$ cat config.mk
export PLATFORM = sky130hd
export DESIGN_NAME = adcc_conv_ctrl
export DESIGN_NICKNAME = d
export VERILOG_FILES = /design/src/logic/adcc_pkg.sv /design/src/logic/adcc_delay_timer.sv /design/src/logic/adcc_conv_ctrl.sv
export SDC_FILE = /design/constraint.sdc
export NUM_CORES = 1
export LEC_CHECK = 0
export ABC_AREA = 1
export BUFFER_PORTS_ARGS = -buffer_cell sky130_fd_sc_hd__buf_2
export CAP_MARGIN = 20
export CORE_MARGIN = 5
export CORE_UTILIZATION = 40
export CTS_CLUSTER_DIAMETER = 60
export DETAILED_ROUTE_END_ITERATION = 16
export HOLD_SLACK_MARGIN = 0.12
export PLACE_DENSITY = 0.57
export SYNTH_ARGS = -nofsm -noshare
export SYNTH_HDL_FRONTEND = slang
export SYNTH_SLANG_ARGS = --single-unit
$ cat constraint.sdc
create_clock -name CLK_IN -period 1.75 [get_ports CLK_IN]
set_input_delay 0.175 -clock CLK_IN [delete_from_list [all_inputs] [get_ports CLK_IN]]
set_output_delay 0.175 -clock CLK_IN [all_outputs]
set_load 0.02 [all_outputs]
$ cat src/logic/adcc_pkg.sv
package adcc_pkg;

  // clock and timing
  localparam int CLK_MHZ          = 125;
  localparam int EXT_DELAY_US     = 400;
  localparam int EXT_DELAY_CYC    = EXT_DELAY_US * CLK_MHZ;
  localparam int BASE_DELAY_NS    = 800;
  localparam int BASE_DELAY_CYC   = (BASE_DELAY_NS * CLK_MHZ + 999) / 1000;
  localparam int TMR_W            = 20;
  localparam int PERIOD_UNIT_CYC  = 1024;
  localparam int PER_CNT_W        = 18;

  // register bus
  localparam int ADDR_W = 8;
  localparam int DATA_W = 8;

  localparam logic [ADDR_W-1:0] OFS_CTRL      = 8'h00;
  localparam logic [ADDR_W-1:0] OFS_SW_SELECT = 8'h01;
  localparam logic [ADDR_W-1:0] OFS_SW_RES_LO = 8'h02;
  localparam logic [ADDR_W-1:0] OFS_SW_RES_HI = 8'h03;
  localparam logic [ADDR_W-1:0] OFS_AUTO_SEL  = 8'h04;
  localparam logic [ADDR_W-1:0] OFS_AUTO_CTRL = 8'h05;
  localparam logic [ADDR_W-1:0] OFS_AUTO_PER  = 8'h06;
  localparam logic [ADDR_W-1:0] OFS_AUTO0_LO  = 8'h07;
  localparam logic [ADDR_W-1:0] OFS_AUTO0_HI  = 8'h08;
  localparam logic [ADDR_W-1:0] OFS_AUTO1_LO  = 8'h09;
  localparam logic [ADDR_W-1:0] OFS_AUTO1_HI  = 8'h0A;
  localparam logic [ADDR_W-1:0] OFS_STATUS    = 8'h0B;

  // field positions
  localparam int CTRL_FORCE_BIT  = 0;
  localparam int CTRL_EXTEND_BIT = 1;
  localparam int CTRL_ISRC_LSB   = 2;
  localparam int SW_START_BIT    = 7;
  localparam int AUTO_CH1_LSB    = 4;
  localparam int ST_BUSY_BIT     = 0;
  localparam int ST_SWPEND_BIT   = 1;
  localparam int ST_FIRST_BIT    = 2;
  localparam int ST_BADCH_BIT    = 3;

  // result code
  localparam int RES_W = 12;
  localparam int RES_HI_W = RES_W - DATA_W;

  // channel map
  localparam int CH_W = 4;
  localparam logic [CH_W-1:0] CH_EXT_ZERO = 4'h0;
  localparam logic [CH_W-1:0] CH_EXT_ONE  = 4'h1;
  localparam logic [CH_W-1:0] CH_EXT_TWO  = 4'h2;
  localparam logic [CH_W-1:0] CH_SUPPLY   = 4'h7;
  localparam logic [CH_W-1:0] CH_USB_BUS  = 4'hA;
  localparam logic [CH_W-1:0] CH_CUR_PROB = 4'hB;
  localparam logic [CH_W-1:0] CH_DIE_T0   = 4'hC;
  localparam logic [CH_W-1:0] CH_DIE_T1   = 4'hD;
  localparam logic [CH_W-1:0] CH_TEST_NET = 4'hF;

  typedef enum logic [1:0] {
    ISRC_OFF  = 2'b00,
    ISRC_5UA  = 2'b01,
    ISRC_15UA = 2'b10,
    ISRC_20UA = 2'b11
  } adcc_isrc_e;

  typedef enum logic [1:0] {
    ST_IDLE    = 2'b00,
    ST_SETTLE  = 2'b01,
    ST_CONVERT = 2'b10
  } adcc_state_e;

  function automatic logic chan_valid(input logic [CH_W-1:0] ch);
    chan_valid = (ch == CH_EXT_ZERO) || (ch == CH_EXT_ONE) || (ch == CH_EXT_TWO) ||
                 (ch == CH_SUPPLY) || (ch == CH_USB_BUS) || (ch == CH_CUR_PROB) ||
                 (ch == CH_DIE_T0) || (ch == CH_DIE_T1) || (ch == CH_TEST_NET);
  endfunction

endpackage

$ cat src/logic/adcc_delay_timer.sv
`timescale 1ns/1ps
module adcc_delay_timer
  import adcc_pkg::*;
(
  // clock and reset
  input  wire logic             clk_in,
  input  wire logic             nrst_in,
  // control
  input  wire logic             start_in,
  input  wire logic [TMR_W-1:0] load_in,
  // status
  output logic                  done_out
);

  logic [TMR_W-1:0] cnt_q;
  logic             run_q;

  always_ff @(posedge clk_in or negedge nrst_in)
  begin
    if (!nrst_in)
    begin
      cnt_q <= '0;
      run_q <= 1'b0;
    end
    else if (start_in)
    begin
      cnt_q <= load_in;
      run_q <= 1'b1;
    end
    else if (run_q)
    begin
      cnt_q <= cnt_q - 1'b1;
      if (cnt_q == TMR_W'(1))
        run_q <= 1'b0;
    end
  end

  // one-cycle pulse in the last cycle of the count
  assign done_out = run_q && (cnt_q == TMR_W'(1));

endmodule

$ cat src/logic/adcc_conv_ctrl.sv
// The implementer's own choices: the plain strobed port and the register addresses.
`timescale 1ns/1ps
module adcc_conv_ctrl
  import adcc_pkg::*;
#(
  parameter int EXT_DELAY_CYCLES = EXT_DELAY_CYC
)
(
  // clock and reset
  input  wire logic              CLK_IN,
  input  wire logic              NRST_IN,
  // register port
  input  wire logic [ADDR_W-1:0] REG_ADDR_IN,
  input  wire logic [DATA_W-1:0] REG_WDATA_IN,
  input  wire logic              REG_WR_IN,
  input  wire logic              REG_RD_IN,
  output logic      [DATA_W-1:0] REG_RDATA_OUT,
  // converter core
  input  wire logic              ADC_DONE_IN,
  input  wire logic [RES_W-1:0]  ADC_DATA_IN,
  output logic                   ADC_EN_OUT,
  output logic                   ADC_VREF_EN_OUT,
  output logic      [CH_W-1:0]   ADC_CHAN_OUT,
  output logic      [1:0]        ADC_ISRC_OUT,
  output logic                   ADC_SAMPLE_OUT,
  // events
  output logic                   CONV_IRQ_OUT,
  output logic                   AUTO_DONE_OUT
);

  adcc_state_e      state_q;
  adcc_state_e      state_d;

  logic             force_q;
  logic             extend_q;
  adcc_isrc_e       isrc_q;
  logic [CH_W-1:0]  sw_chan_q;
  logic             sw_pend_q;
  logic [CH_W-1:0]  auto_ch0_q;
  logic [CH_W-1:0]  auto_ch1_q;
  logic [1:0]       auto_en_q;
  logic [DATA_W-1:0] auto_per_q;
  logic [1:0]       auto_pend_q;
  logic             round_idx_q;
  logic [PER_CNT_W-1:0] per_cnt_q;
  logic             first_q;
  logic             badch_q;

  logic [RES_W-1:0] sw_res_q;
  logic [RES_W-1:0] auto_res0_q;
  logic [RES_W-1:0] auto_res1_q;

  logic             act_sw_q;
  logic [CH_W-1:0]  act_chan_q;
  logic             sample_q;
  logic             irq_q;
  logic             auto_done_q;
  logic [DATA_W-1:0] rdata_q;

  logic             done_s1_q;
  logic             done_s2_q;
  logic             done_s3_q;
  logic [RES_W-1:0] data_s1_q;
  logic [RES_W-1:0] data_s2_q;

  logic             wr_ctrl;
  logic             wr_sw;
  logic             wr_asel;
  logic             wr_actl;
  logic             wr_aper;
  logic             wr_stat;
  logic             sw_req;
  logic             tick;
  logic             start_sw;
  logic             start_auto;
  logic             pick_slot1;
  logic             tmr_start;
  logic             tmr_done;
  logic             done_edge;
  logic             conv_end;
  logic [TMR_W-1:0] tmr_load;

  assign wr_ctrl = REG_WR_IN && (REG_ADDR_IN == OFS_CTRL);
  assign wr_sw   = REG_WR_IN && (REG_ADDR_IN == OFS_SW_SELECT);
  assign wr_asel = REG_WR_IN && (REG_ADDR_IN == OFS_AUTO_SEL);
  assign wr_actl = REG_WR_IN && (REG_ADDR_IN == OFS_AUTO_CTRL);
  assign wr_aper = REG_WR_IN && (REG_ADDR_IN == OFS_AUTO_PER);
  assign wr_stat = REG_WR_IN && (REG_ADDR_IN == OFS_STATUS);

  assign sw_req = wr_sw && REG_WDATA_IN[SW_START_BIT];

  // converter pins are asynchronous to this clock
  always_ff @(posedge CLK_IN or negedge NRST_IN)
  begin
    if (!NRST_IN)
    begin
      done_s1_q <= 1'b0;
      done_s2_q <= 1'b0;
      done_s3_q <= 1'b0;
      data_s1_q <= '0;
      data_s2_q <= '0;
    end
    else
    begin
      done_s1_q <= ADC_DONE_IN;
      done_s2_q <= done_s1_q;
      done_s3_q <= done_s2_q;
      data_s1_q <= ADC_DATA_IN;
      data_s2_q <= data_s1_q;
    end
  end

  assign done_edge = done_s2_q && !done_s3_q;
  assign conv_end  = (state_q == ST_CONVERT) && done_edge;

  // control register
  always_ff @(posedge CLK_IN or negedge NRST_IN)
  begin
    if (!NRST_IN)
    begin
      force_q  <= 1'b0;
      extend_q <= 1'b0;
      isrc_q   <= ISRC_OFF;
    end
    else if (wr_ctrl)
    begin
      force_q  <= REG_WDATA_IN[CTRL_FORCE_BIT];
      extend_q <= REG_WDATA_IN[CTRL_EXTEND_BIT];
      isrc_q   <= adcc_isrc_e'(REG_WDATA_IN[CTRL_ISRC_LSB +: 2]);
    end
  end

  // periodic configuration
  always_ff @(posedge CLK_IN or negedge NRST_IN)
  begin
    if (!NRST_IN)
    begin
      auto_ch0_q <= '0;
      auto_ch1_q <= '0;
      auto_en_q  <= '0;
      auto_per_q <= '0;
    end
    else
    begin
      if (wr_asel)
      begin
        auto_ch0_q <= REG_WDATA_IN[CH_W-1:0];
        auto_ch1_q <= REG_WDATA_IN[AUTO_CH1_LSB +: CH_W];
      end
      if (wr_actl)
        auto_en_q <= REG_WDATA_IN[1:0];
      if (wr_aper)
        auto_per_q <= REG_WDATA_IN;
    end
  end

  // period counter; a period of zero stops the periodic requests
  always_ff @(posedge CLK_IN or negedge NRST_IN)
  begin
    if (!NRST_IN)
      per_cnt_q <= '0;
    else if (tick || (auto_per_q == '0))
      per_cnt_q <= '0;
    else
      per_cnt_q <= per_cnt_q + 1'b1;
  end

  assign tick = (auto_per_q != '0) &&
                (per_cnt_q == PER_CNT_W'(int'(auto_per_q) * PERIOD_UNIT_CYC - 1));

  // software request; a new request in the start cycle is kept
  always_ff @(posedge CLK_IN or negedge NRST_IN)
  begin
    if (!NRST_IN)
    begin
      sw_chan_q <= '0;
      sw_pend_q <= 1'b0;
    end
    else
    begin
      if (wr_sw)
        sw_chan_q <= REG_WDATA_IN[CH_W-1:0];
      if (sw_req && chan_valid(REG_WDATA_IN[CH_W-1:0]))
        sw_pend_q <= 1'b1;
      else if (start_sw)
        sw_pend_q <= 1'b0;
    end
  end

  // unusable channel flag, set beats clear
  always_ff @(posedge CLK_IN or negedge NRST_IN)
  begin
    if (!NRST_IN)
      badch_q <= 1'b0;
    else if (sw_req && !chan_valid(REG_WDATA_IN[CH_W-1:0]))
      badch_q <= 1'b1;
    else if (wr_stat && REG_WDATA_IN[ST_BADCH_BIT])
      badch_q <= 1'b0;
  end

  assign start_sw   = (state_q == ST_IDLE) && sw_pend_q;
  assign start_auto = (state_q == ST_IDLE) && !sw_pend_q && (auto_pend_q != 2'b00);

  assign pick_slot1 = auto_pend_q[1] && (!auto_pend_q[0] || (auto_ch1_q < auto_ch0_q));

  // periodic queue; slots with unusable channels are skipped
  always_ff @(posedge CLK_IN or negedge NRST_IN)
  begin
    if (!NRST_IN)
    begin
      auto_pend_q <= 2'b00;
      round_idx_q <= 1'b0;
    end
    else if (tick)
    begin
      auto_pend_q <= auto_en_q & {chan_valid(auto_ch1_q), chan_valid(auto_ch0_q)};
      round_idx_q <= 1'b0;
    end
    else
    begin
      if (start_auto)
        auto_pend_q[pick_slot1] <= 1'b0;
      if (conv_end && !act_sw_q)
        round_idx_q <= 1'b1;
    end
  end

  always_comb
  begin
    state_d = state_q;
    unique case (state_q)
      ST_IDLE:
        if (start_sw || start_auto)
          state_d = ST_SETTLE;
      ST_SETTLE:
        if (tmr_done)
          state_d = ST_CONVERT;
      ST_CONVERT:
        if (done_edge)
          state_d = ST_IDLE;
      default:
        state_d = ST_IDLE;
    endcase
  end

  always_ff @(posedge CLK_IN or negedge NRST_IN)
  begin
    if (!NRST_IN)
      state_q <= ST_IDLE;
    else
      state_q <= state_d;
  end

  // active conversion
  always_ff @(posedge CLK_IN or negedge NRST_IN)
  begin
    if (!NRST_IN)
    begin
      act_sw_q   <= 1'b0;
      act_chan_q <= '0;
    end
    else if (start_sw)
    begin
      act_sw_q   <= 1'b1;
      act_chan_q <= sw_chan_q;
    end
    else if (start_auto)
    begin
      act_sw_q   <= 1'b0;
      act_chan_q <= pick_slot1 ? auto_ch1_q : auto_ch0_q;
    end
  end

  assign tmr_load  = extend_q ? TMR_W'(BASE_DELAY_CYC + EXT_DELAY_CYCLES) : TMR_W'(BASE_DELAY_CYC);
  assign tmr_start = start_sw || start_auto;

  adcc_delay_timer u_settle
  (
    .clk_in   (CLK_IN),
    .nrst_in  (NRST_IN),
    .start_in (tmr_start),
    .load_in  (tmr_load),
    .done_out (tmr_done)
  );

  // results and event pulses
  always_ff @(posedge CLK_IN or negedge NRST_IN)
  begin
    if (!NRST_IN)
    begin
      sw_res_q    <= '0;
      auto_res0_q <= '0;
      auto_res1_q <= '0;
      irq_q       <= 1'b0;
      auto_done_q <= 1'b0;
      first_q     <= 1'b1;
      sample_q    <= 1'b0;
    end
    else
    begin
      sample_q    <= (state_q == ST_SETTLE) && tmr_done;
      irq_q       <= conv_end && act_sw_q;
      auto_done_q <= conv_end && !act_sw_q;
      if (conv_end)
      begin
        if (act_sw_q)
        begin
          sw_res_q <= data_s2_q;
          first_q  <= 1'b0;
        end
        else if (!round_idx_q)
          auto_res0_q <= data_s2_q;
        else
          auto_res1_q <= data_s2_q;
      end
    end
  end

  // read data stands only in the cycle after the strobe
  always_ff @(posedge CLK_IN or negedge NRST_IN)
  begin
    if (!NRST_IN)
      rdata_q <= '0;
    else if (!REG_RD_IN)
      rdata_q <= '0;
    else
    begin
      unique case (REG_ADDR_IN)
        OFS_CTRL:      rdata_q <= DATA_W'({isrc_q, extend_q, force_q});
        OFS_SW_SELECT: rdata_q <= DATA_W'({sw_pend_q, 3'h0, sw_chan_q});
        OFS_SW_RES_LO: rdata_q <= sw_res_q[DATA_W-1:0];
        OFS_SW_RES_HI: rdata_q <= DATA_W'(sw_res_q[RES_W-1:DATA_W]);
        OFS_AUTO_SEL:  rdata_q <= {auto_ch1_q, auto_ch0_q};
        OFS_AUTO_CTRL: rdata_q <= DATA_W'(auto_en_q);
        OFS_AUTO_PER:  rdata_q <= auto_per_q;
        OFS_AUTO0_LO:  rdata_q <= auto_res0_q[DATA_W-1:0];
        OFS_AUTO0_HI:  rdata_q <= DATA_W'(auto_res0_q[RES_W-1:DATA_W]);
        OFS_AUTO1_LO:  rdata_q <= auto_res1_q[DATA_W-1:0];
        OFS_AUTO1_HI:  rdata_q <= DATA_W'(auto_res1_q[RES_W-1:DATA_W]);
        OFS_STATUS:    rdata_q <= DATA_W'({badch_q, first_q, sw_pend_q, state_q != ST_IDLE});
        default:       rdata_q <= '0;
      endcase
    end
  end

  assign REG_RDATA_OUT   = rdata_q;
  assign ADC_EN_OUT      = force_q || (state_q != ST_IDLE);
  assign ADC_VREF_EN_OUT = ADC_EN_OUT;
  assign ADC_CHAN_OUT    = act_chan_q;
  assign ADC_ISRC_OUT    = (ADC_EN_OUT && act_chan_q == CH_EXT_ZERO) ? isrc_q : ISRC_OFF;
  assign ADC_SAMPLE_OUT  = sample_q;
  assign CONV_IRQ_OUT    = irq_q;
  assign AUTO_DONE_OUT   = auto_done_q;

endmodule

==> reports/metrics.cfg, run 1 <==
[run_status]
status=finished clean

[synthesis]
synth.most_common_cell=nand2_1
async_reset_ff_share_pct=100
synth_top_area_share_pct=51.9
synth_cell_type_count=40
avgSynthCellArea_um2=8.07
yosysSeqAreaShare_pct=52.2
synth_edf_count=0
synth_fp_nets=944
yosys-top-cells-area=dfrtp_1 (52%), nand2_1 (13%), o21ai_0 (6.3%)
synth_flop_cell=dfrtp_1
ys_seq_elements=152
synth_top_area_cell=dfrtp_1
synth_cells=903
yosys-top-cells-count=nand2_1 (259), dfrtp_1 (151), inv_1 (114)
syn_area_mm2=0.00729
ys_warn_count=0

[place]
place_area_mm2=0.00805
portBuffers=51
place_hpwl_um=13100
gp_congestion=0.837

[worst_hold_path]
hold_depth=4
worstHoldPathType=primary input to flop

[timing]
min_period_over_period_pct=99.9
hold_violations=0
fin_worst_skew_ns=0.00735
relSlewSlack_pct=69.5
tightest_slew_ns=0.457
max_freq_mhz=572
setup_viol=0
rsz0062_at_grt=true
fin_crit_ns=1.75
finalMaxSlewViolations=0

[floorplanning]
core_mm2=0.0180
die_h_um=145
start_util_pct=40.6
dieArea_mm2=0.0210
rows=49
ios=52
die_x_um=145

[global_routing]
track_usage_pct=17.5
antenna_found_initial=0
grt_start_max_net_pins=44
grt_overflow_total=0
grt.busiest_layer=met2
use_met3_pct=3.90
met2_usage_pct=28.0
grt_pass1_vias=5991
grt_pass1_wl_um=30200
met1_usage_pct=23.8

[worst_setup_path]
rr_worst_depth=10
r2r-start=state_q[0]$_DFFE_PN0P_
arrival_ns=1.57
startpoint_type=flop
crit_path_max_incr_delay_ns=0.38
crit_path_cell_trace=buf_4, nor2_4, inv_2, or2_4, nand2_4, nor2_2, buf_6
endpoint=ADC_ISRC_OUT[1]
slowest_stage=dfrtp_1
worstPathMaxFanout=3
crit_start=state_q[0]$_DFFE_PN0P_
critPathKind=flop to output pin
regToRegEndpoint=sw_res_q[6]$_DFFE_PN0P_
cp-end-kind=output pin
worstPathRequired_ns=1.57
r2r_slack_ns=0.04

[drt]
routed-via-count=6193
drtPass1Iterations=8
drt_iter0_markers=311
drcViolationCount=0
wirelength_um=18200
vias_per_cell=4.85
ant_nets=0
wl_per_cell_um=14.3

[power_and_ir_drop]
leakage_nw=4.62
power.density_mw_per_mm2=856
irDropWorstVdd_uv=730

[cts]
htreeDepth=4
numCtsBuffers=17
path_clk_slew_ns=0.06
clock_latency_ns=0.43
root_buffer=clkbuf_16
clk_path_buf_depth=2
cts_tree=done
numClockSinks=152

[finish]
finalNetCount=1075
syn_to_final_growth_pct=27.0
n_antenna_cell=0
fin_area_mm2=0.00925
post-route-util_pct=51.5
fillers=1736
drive_gt1_share_pct=21.7

[flow_run]
maxCapViolCount=0

worst min-delay path by stage:
stage | startpoint | end | slack, ns
6_report | REG_ADDR_IN[6] | REG_RDATA_OUT[6]$_DFF_PN0_ | 0.14
5_1_grt | REG_ADDR_IN[7] | REG_RDATA_OUT[6]$_DFF_PN0_ | 0.14
3_5_place_dp | NRST_IN | per_cnt_q[14]$_DFF_PN0_ | 0.14
2_1_floorplan | NRST_IN | ADC_CHAN_OUT[0]$_DFFE_PN0N_ | -0.12
3_3_place_gp | NRST_IN | per_cnt_q[7]$_DFF_PN0_ | 0.15
4_1_cts | REG_ADDR_IN[6] | REG_RDATA_OUT[6]$_DFF_PN0_ | 0.13
power by group:
group | total [W] | internal [W] | leakage (nW) | switching (W)
combinational | 0.000786 | 0.000304 | 2.35 | 0.000482
clock | 0.00343 | 0.00185 | 0.259 | 0.00158
sequential | 0.00370 | 0.00362 | 2.02 | 0.0000817
what timing repair did:
action	4_1_cts	5_1_grt
buffers inserted	2	16
gates cloned	0	2
endpoints found under the hold margin	183	0
hold buffers	21	0
pin swaps	3	18
gates resized for setup	12	78
setup endpoints to repair	8	42
registers in the layout (all words and copies together) (netlist names), 2 cells and up:
signal	flops
auto_en_q	2
auto_pend_q	2
u_settle.cnt_q	20
isrc_q	2
state_q	2
auto_per_q	8
per_cnt_q	18
data_s2_q	12
sw_res_q	12
auto_res1_q	12
auto_ch1_q	4
auto_res0_q	12
ADC_CHAN_OUT	4
sw_chan_q	4
auto_ch0_q	4
REG_RDATA_OUT	8
data_s1_q	12
through the flow:
step	setup slack [ns]	instances	power [W]	TNS, ns	hold slack, ns
global placement	0.0318	1203	0.00440	0	0.145
finish	0.000886	1276	0.00792	0	0.144
detailed placement	-0.0103	1203	0.00441	-0.0191	0.143
global route	-0.0817	1276	0.00829	-0.849	0.142
floorplan	0.0351	903	0.00413	0	-0.121
CTS	-0.0337	1258	0.00790	-0.0613	0.135
placed cells by master, fill, tap and decap left out, drive strengths merged, types with 20 or more instances in the layout:
master / count
a21oi: 20
buf: 102
dfrtp: 151
dlygate4sd3: 21
inv: 124
nand2: 266
nand3: 48
nor2: 106
nor3: 22
o21ai: 94
routing by layer:
metal / vias to the layer above / part of all wire, %
met1: 2896 / 46
met5: - / 0
met4: 0 / 2.0
met2: 111 / 48
li1: 3156 / -
met3: 30 / 3.3
cells by family (layout without fill, tap and decap cells):
logic type,count (synthesis),count (layout),share of synthesized area [%]
buffers and inverters,131,275,7.06
AOI/OAI and AO/OA,134,134,9.84
DFF,152,152,52.2
and+or+nand+nor,463,463,27.7
adders and majority gates,8,8,1.37
xor gates and xnor gates,15,15,1.80
cell type report:
cell class	count	area (um^2)	area share [%]
clock buffer	18	429	4.64
tap	229	287	3.10
multi-input combinational	620	3210	34.6
timing repair buffer	124	948	10.3
timing repair inverter	1	7.51	0.0811
sequential	152	3810	41.2
clock inverter	14	114	1.23
inverter	118	452	4.88
worst max-delay path, delay by kind of cell (launching register included):
kind                   cells  cell delay (ns)
and+or+nand+nor            4             0.45
DFF                        1             0.38
buffers and inverters      3             0.31
(Power assumes the default switching activity.)
==> inputs of run 2 (changes only) <==
Settings changed: PLACE_DENSITY 0.57 to 0.55.
Clock period 1.75 ns to 1.97 ns, I/O delays scaled along.
==> reports/metrics.cfg, run 2 (same netlist as run 1, synthesis figures left out) <==
[run_status]
status=finished clean

[place]
place_area_mm2=0.00794  ; -1.4%
dp_cells=1190  ; -1.1%
gp_congestion=0.814  ; -2.7%
portBuffers=51  ; unchanged
place_hpwl_um=13200  ; +0.64%

[finish]
largest_register_ffs=20  ; unchanged
fin_area_mm2=0.00877  ; -5.2%
syn_to_final_growth_pct=20.4
drive_gt1_share_pct=14.9  ; -6.8 points
regMostFlops=u_settle.cnt_q
n_antenna_cell=0  ; unchanged
final_cell_mix=nand2_1 (259), dfrtp_1 (151), inv_1 (112)
final_common_cell=nand2_1
reg.largest.list=u_settle.cnt_q: 20 flops, per_cnt_q: 18 flops
layout.cells.non_filler=1243  ; -2.6%
finalNetCount=1042  ; -3.1%

[cts]
numClockSinks=152  ; unchanged
numCtsBuffers=17  ; unchanged
clock_latency_ns=0.43  ; about the same
root_buffer=clkbuf_16
htreeDepth=4  ; unchanged
path_clk_slew_ns=0.07  ; about the same
cts_tree=done
clk_path_buf_depth=2  ; unchanged

[timing]
rsz0062_at_grt=true
tightest_slew_ns=0.595  ; +0.138 ns
fin_crit_ns=1.83
hold_violations=0  ; unchanged
setup_viol=0  ; unchanged
holdWs_ns=0.184  ; +0.0393 ns
min_period_over_period_pct=92.7
finalMaxSlewViolations=0  ; unchanged
relSlewSlack_pct=60.3  ; -9.3 points
fin_worst_skew_ns=0.00764  ; +0.000291 ns
max_freq_mhz=547

[worst_hold_path]
holdCritStartpoint=REG_WDATA_IN[2]
hold_depth=3  ; -1
hold-path-endpoint=auto_per_q[2]$_DFFE_PN0P_
worstHoldPathType=primary input to flop

[floorplanning]
start_util_pct=40.6  ; unchanged
die_x_um=145  ; unchanged
ios=52  ; unchanged
core_mm2=0.0180  ; unchanged
rows=49  ; unchanged
die_h_um=145  ; unchanged
dieArea_mm2=0.0210  ; unchanged

[global_routing]
grt_start_max_net_pins=53  ; +20%
grt_pass1_vias=5932  ; -0.98%
grt_overflow_total=0  ; unchanged
antenna_found_initial=0  ; unchanged
grt_pass1_wl_um=30200  ; about the same
track_usage_pct=17.7  ; +0.15 points

[power_and_ir_drop]
leakage_nw=4.42  ; -4.4%
power_frac_comb_pct=8.5  ; -1.4 points
p_seq_share_pct=45.8  ; -0.9 points
irDropWorstVdd_uv=693  ; -5.1%
p_switching_w=0.00194  ; -9.7%
pwr-share-clk_pct=45.7  ; +2.4 points
p_sw_share_pct=27.0  ; -0.074 points
internal_power_w=0.00523  ; -9.3%
power.density_mw_per_mm2=818  ; -4.5%

[flow_run]
maxCapViolCount=0  ; unchanged

[worst_setup_path]
regToRegEndpoint=per_cnt_q[17]$_DFF_PN0_
crit_path_cell_trace=nor2_2, inv_2, or2_4, nand2_1, nor2_1, buf_2
r2r_slack_ns=0.20  ; +0.16 ns
r2r-start=auto_per_q[1]$_DFFE_PN0P_
worstPathMaxFanout=4  ; +1
startpoint_type=flop
worstPathRequired_ns=1.77  ; +0.20 ns
rr_worst_depth=12  ; +2
crit_path_max_incr_delay_ns=0.40  ; +0.02 ns
crit_start=state_q[0]$_DFFE_PN0P_
critPathKind=flop to output pin
slowest_stage=dfrtp_1
cpLargestDelayFamily=simple AND/OR/NAND/NOR gates
critPathBufInv=2  ; -1
arrival_ns=1.63  ; +0.06 ns
cp-end-kind=output pin

[drt]
ant_nets=0  ; unchanged
drtPass1Iterations=5  ; -3
wl_per_cell_um=14.3  ; +0.30%
wirelength_um=17800  ; -2.3%
drt_iter0_markers=318  ; +2.3%
drcViolationCount=0  ; unchanged
routed-via-count=5987  ; -3.3%
vias_per_cell=4.82  ; -0.76%

-- run 2: layer usage --
metal	global-route usage, %	part of all wire, %	vias up
met5	0	0	-
met4	6.03	1.8	0
met3	3.62	3.5	25
met2	28.7	48	115
met1	23.7	47	2775
li1	-	-	3072
-- run 2: worst register-to-register path: cells and delay by family (launching register included) --
kind | cells | cell delay, ns
flops | 1 | 0.41
simple gates | 9 | 0.84
buf+inv | 2 | 0.14
fa+ha+maj | 1 | 0.28
-- run 2: repair_timing --
action / CTS / global route
hold buffers: 20 / 0
gates resized for setup: 1 / 11
pin swaps: 0 / 2
hold endpoints to repair: 72 / 0
buffers inserted: 0 / 0
cloned: 0 / 1
setup endpoints to repair: 2 / 18
-- run 2: worst max path at each step --
stage                                  to  slack (ns)  cells after the start
2_1_floorplan      per_cnt_q[0]$_DFF_PN0_        0.26                     13
3_3_place_gp      per_cnt_q[15]$_DFF_PN0_        0.17                     12
3_5_place_dp      per_cnt_q[17]$_DFF_PN0_        0.13                     12
4_1_cts                   ADC_ISRC_OUT[1]        0.01                      6
5_1_grt        auto_pend_q[0]$_DFFE_PN0P_       -0.02                      8
6_report                  ADC_ISRC_OUT[1]        0.14                      6
-- run 2: power by group through the flow --
stage               logic, W  clock network (W)  registers [W]
floorplan           0.000340                  0        0.00333
global placement    0.000561                  0        0.00334
detailed placement  0.000566                  0        0.00334
CTS                 0.000599            0.00336        0.00328
global route        0.000716            0.00351        0.00329
finish              0.000613            0.00327        0.00328
-- run 2: layout make-up --
type | instances | area, um^2
sequential | 152 | 3800
timing repair buffer | 91 | 637
tap | 229 | 287
multi-input combinational | 621 | 3010
clock inverter | 14 | 158
clock buffer | 18 | 429
fill | 1751 | 9190
inverter | 118 | 443
-- run 2: stage by stage --
stage	TNS (ns)	util [%]	worst slack, ns	power [W]
after floorplan	0	-	0.255	0.00367
after global placement	0	44.2	0.172	0.00390
after detailed placement	0	44.2	0.131	0.00391
after CTS	0	48.6	0.0123	0.00724
after global routing	-0.0183	48.8	-0.0183	0.00752
final	0	48.8	0.143	0.00717
==> inputs of run 3 (changes only) <==
Settings changed: PLACE_DENSITY 0.55 to 0.64.
==> reports/metrics.cfg, run 3 (same netlist as run 1, synthesis figures left out) <==
[run_status]
status=finished clean

[cts]
clk_path_buf_depth=2  ; unchanged
numClockSinks=152  ; unchanged
numCtsBuffers=17  ; unchanged
clock_latency_ns=0.42  ; about the same
path_clk_slew_ns=0.07  ; about the same
htreeDepth=4  ; unchanged
cts_tree=done
root_buffer=clkbuf_16

[worst_setup_path]
worstPathRequired_ns=1.77  ; about the same
cp-end-kind=output pin
worstPathMaxFanout=4  ; unchanged
rr_worst_depth=12  ; unchanged
arrival_ns=1.67  ; +0.04 ns
critPathKind=flop to output pin
startpoint_type=flop

[finish]
syn_to_final_growth_pct=19.8
final_cell_mix=nand2_1 (258), dfrtp_1 (151), inv_1 (113)
regMostFlops=u_settle.cnt_q
n_antenna_cell=0  ; unchanged
final_common_cell=nand2_1
largest_register_ffs=20  ; unchanged
finalNetCount=1039  ; -0.29%
drive_gt1_share_pct=14.9  ; -0.040 points
reg.largest.list=u_settle.cnt_q: 20 flops, per_cnt_q: 18 flops

[timing]
tightest_slew_ns=0.610  ; +0.0148 ns
hold_violations=0  ; unchanged
fin_crit_ns=1.87  ; +0.0437 ns
fin_worst_skew_ns=0.0176  ; +0.00998 ns
max_freq_mhz=535  ; -2.3%
min_period_over_period_pct=94.9  ; +2.2 points
finalMaxSlewViolations=0  ; unchanged
setup-tns-final_ns=0  ; unchanged
setup_viol=0  ; unchanged
relSlewSlack_pct=59.3  ; -0.99 points
holdWs_ns=0.146  ; -0.0375 ns

[power_and_ir_drop]
p_sw_share_pct=25.4  ; -1.6 points
p_seq_share_pct=47.2  ; +1.4 points
internal_power_w=0.00521  ; -0.49%
power.density_mw_per_mm2=800  ; -2.1%
irDropWorstVdd_uv=597  ; -14%
power_frac_comb_pct=8.5  ; about the same
p_switching_w=0.00177  ; -8.5%
pwr-share-clk_pct=44.3  ; -1.4 points
leakage_nw=4.38  ; -0.95%

[floorplanning]
start_util_pct=40.6  ; unchanged
core_mm2=0.0180  ; unchanged
die_h_um=145  ; unchanged
rows=49  ; unchanged
dieArea_mm2=0.0210  ; unchanged
ios=52  ; unchanged
die_x_um=145  ; unchanged

[drt]
drcViolationCount=0  ; unchanged
routed-via-count=6030  ; +0.72%
drtPass1Iterations=6  ; +1
ant_nets=0  ; unchanged
wl_per_cell_um=13.8  ; -3.5%
drt_iter0_markers=528  ; +66%
vias_per_cell=4.87  ; +1.0%
wirelength_um=17100  ; -3.8%

[flow_run]
maxCapViolCount=0  ; unchanged

[global_routing]
grt_pass1_wl_um=29500  ; -2.4%
grt_start_max_net_pins=52  ; -1.9%
grt_overflow_total=0  ; unchanged
track_usage_pct=16.9  ; -0.81 points
grt_pass1_vias=5992  ; +1.0%
antenna_found_initial=0  ; unchanged

[place]
gp_congestion=0.860  ; +5.6%
portBuffers=51  ; unchanged
place_hpwl_um=12800  ; -2.9%

[worst_hold_path]
hold_depth=3  ; unchanged
worstHoldPathType=primary input to flop

-- run 3: cell count changes in the layout (fill, tap and decap cells not counted), moves of 2 or more --
cell,before,now
nand3_1,45,43
inv_8,4,1
buf_4,18,16
clkinv_2,0,2
nand3_2,2,4
nand2_2,5,7
-- run 3: layout make-up --
cell class / instances / area (um^2)
clock buffers: 19 / 443
fillers: 1718 / 9240
clock inverters: 12 / 118
well taps: 229 / 287
repair buffers: 88 / 612
multi-input cells: 621 / 3020
flip-flops and latches: 152 / 3800
inverters: 118 / 443
-- run 3: layer usage --
layer	wire, um	vias up	share of wire [%]	track usage, %
met3	559	17	3.3	3.15
li1	-	3067	-	-
met2	8110	106	47	27.7
met5	0	-	0	0
met4	232	0	1.4	4.24
met1	8240	2840	48	23.2
-- run 3: stage by stage --
| step | instance area [um^2] | utilization [%] | power (W) | std cells | setup slack (ns) |
|---|---|---|---|---|---|
| after floorplan | 7290 | - | 0.00367 | 903 | 0.255 |
| after global placement | 7910 | 44.0 | 0.00388 | 1186 | 0.194 |
| after detailed placement | 7910 | 44.0 | 0.00389 | 1186 | 0.165 |
| after CTS | 8660 | 48.2 | 0.00702 | 1236 | 0.0502 |
| after global routing | 8730 | 48.6 | 0.00729 | 1239 | -0.000804 |
| final | 8730 | 48.6 | 0.00698 | 1239 | 0.0996 |
-- run 3: worst paths after layout --
| kind | start | endpoint | slack, ns |
|---|---|---|---|
| worst max-delay path | state_q[1]$_DFFE_PN0P_ | ADC_ISRC_OUT[1] | 0.1 |
| worst min-delay path | REG_WDATA_IN[7] | auto_per_q[7]$_DFFE_PN0P_ | 0.15 |
| worst max register to register | auto_per_q[1]$_DFFE_PN0P_ | per_cnt_q[15]$_DFF_PN0_ | 0.13 |
| worst min register to register | data_s1_q[7]$_DFF_PN0_ | data_s2_q[7]$_DFF_PN0_ | 0.35 |
| max in group asynchronous | NRST_IN | sw_chan_q[2]$_DFFE_PN0P_ | 1.06 |
| min in group asynchronous | NRST_IN | per_cnt_q[17]$_DFF_PN0_ | 0.26 |
-- run 3: power by group through the flow --
stage	Clock (W)	Combinational, W	Sequential [W]
3_5_place_dp	0	0.000539	0.00335
3_3_place_gp	0	0.000532	0.00335
6_report	0.00309	0.000590	0.00330
4_1_cts	0.00316	0.000571	0.00330
2_1_floorplan	0	0.000340	0.00333
5_1_grt	0.00330	0.000681	0.00331
-- run 3: timing repair --
action | in CTS | in global routing
resized for setup | 0 | 12
endpoints found under the hold margin | 153 | 0
hold buffers | 19 | 0
buffers inserted | 0 | 2
endpoints found under the setup margin | 0 | 19
-- run 3: worst max-delay path: stages, from the launching register on --
cell and delay (ns):
dfrtp_1 0.40, nor2_2 0.13, inv_1 0.09, or2_2 0.33, nand2_2 0.09, nor2_1 0.06
buf_2 0.15
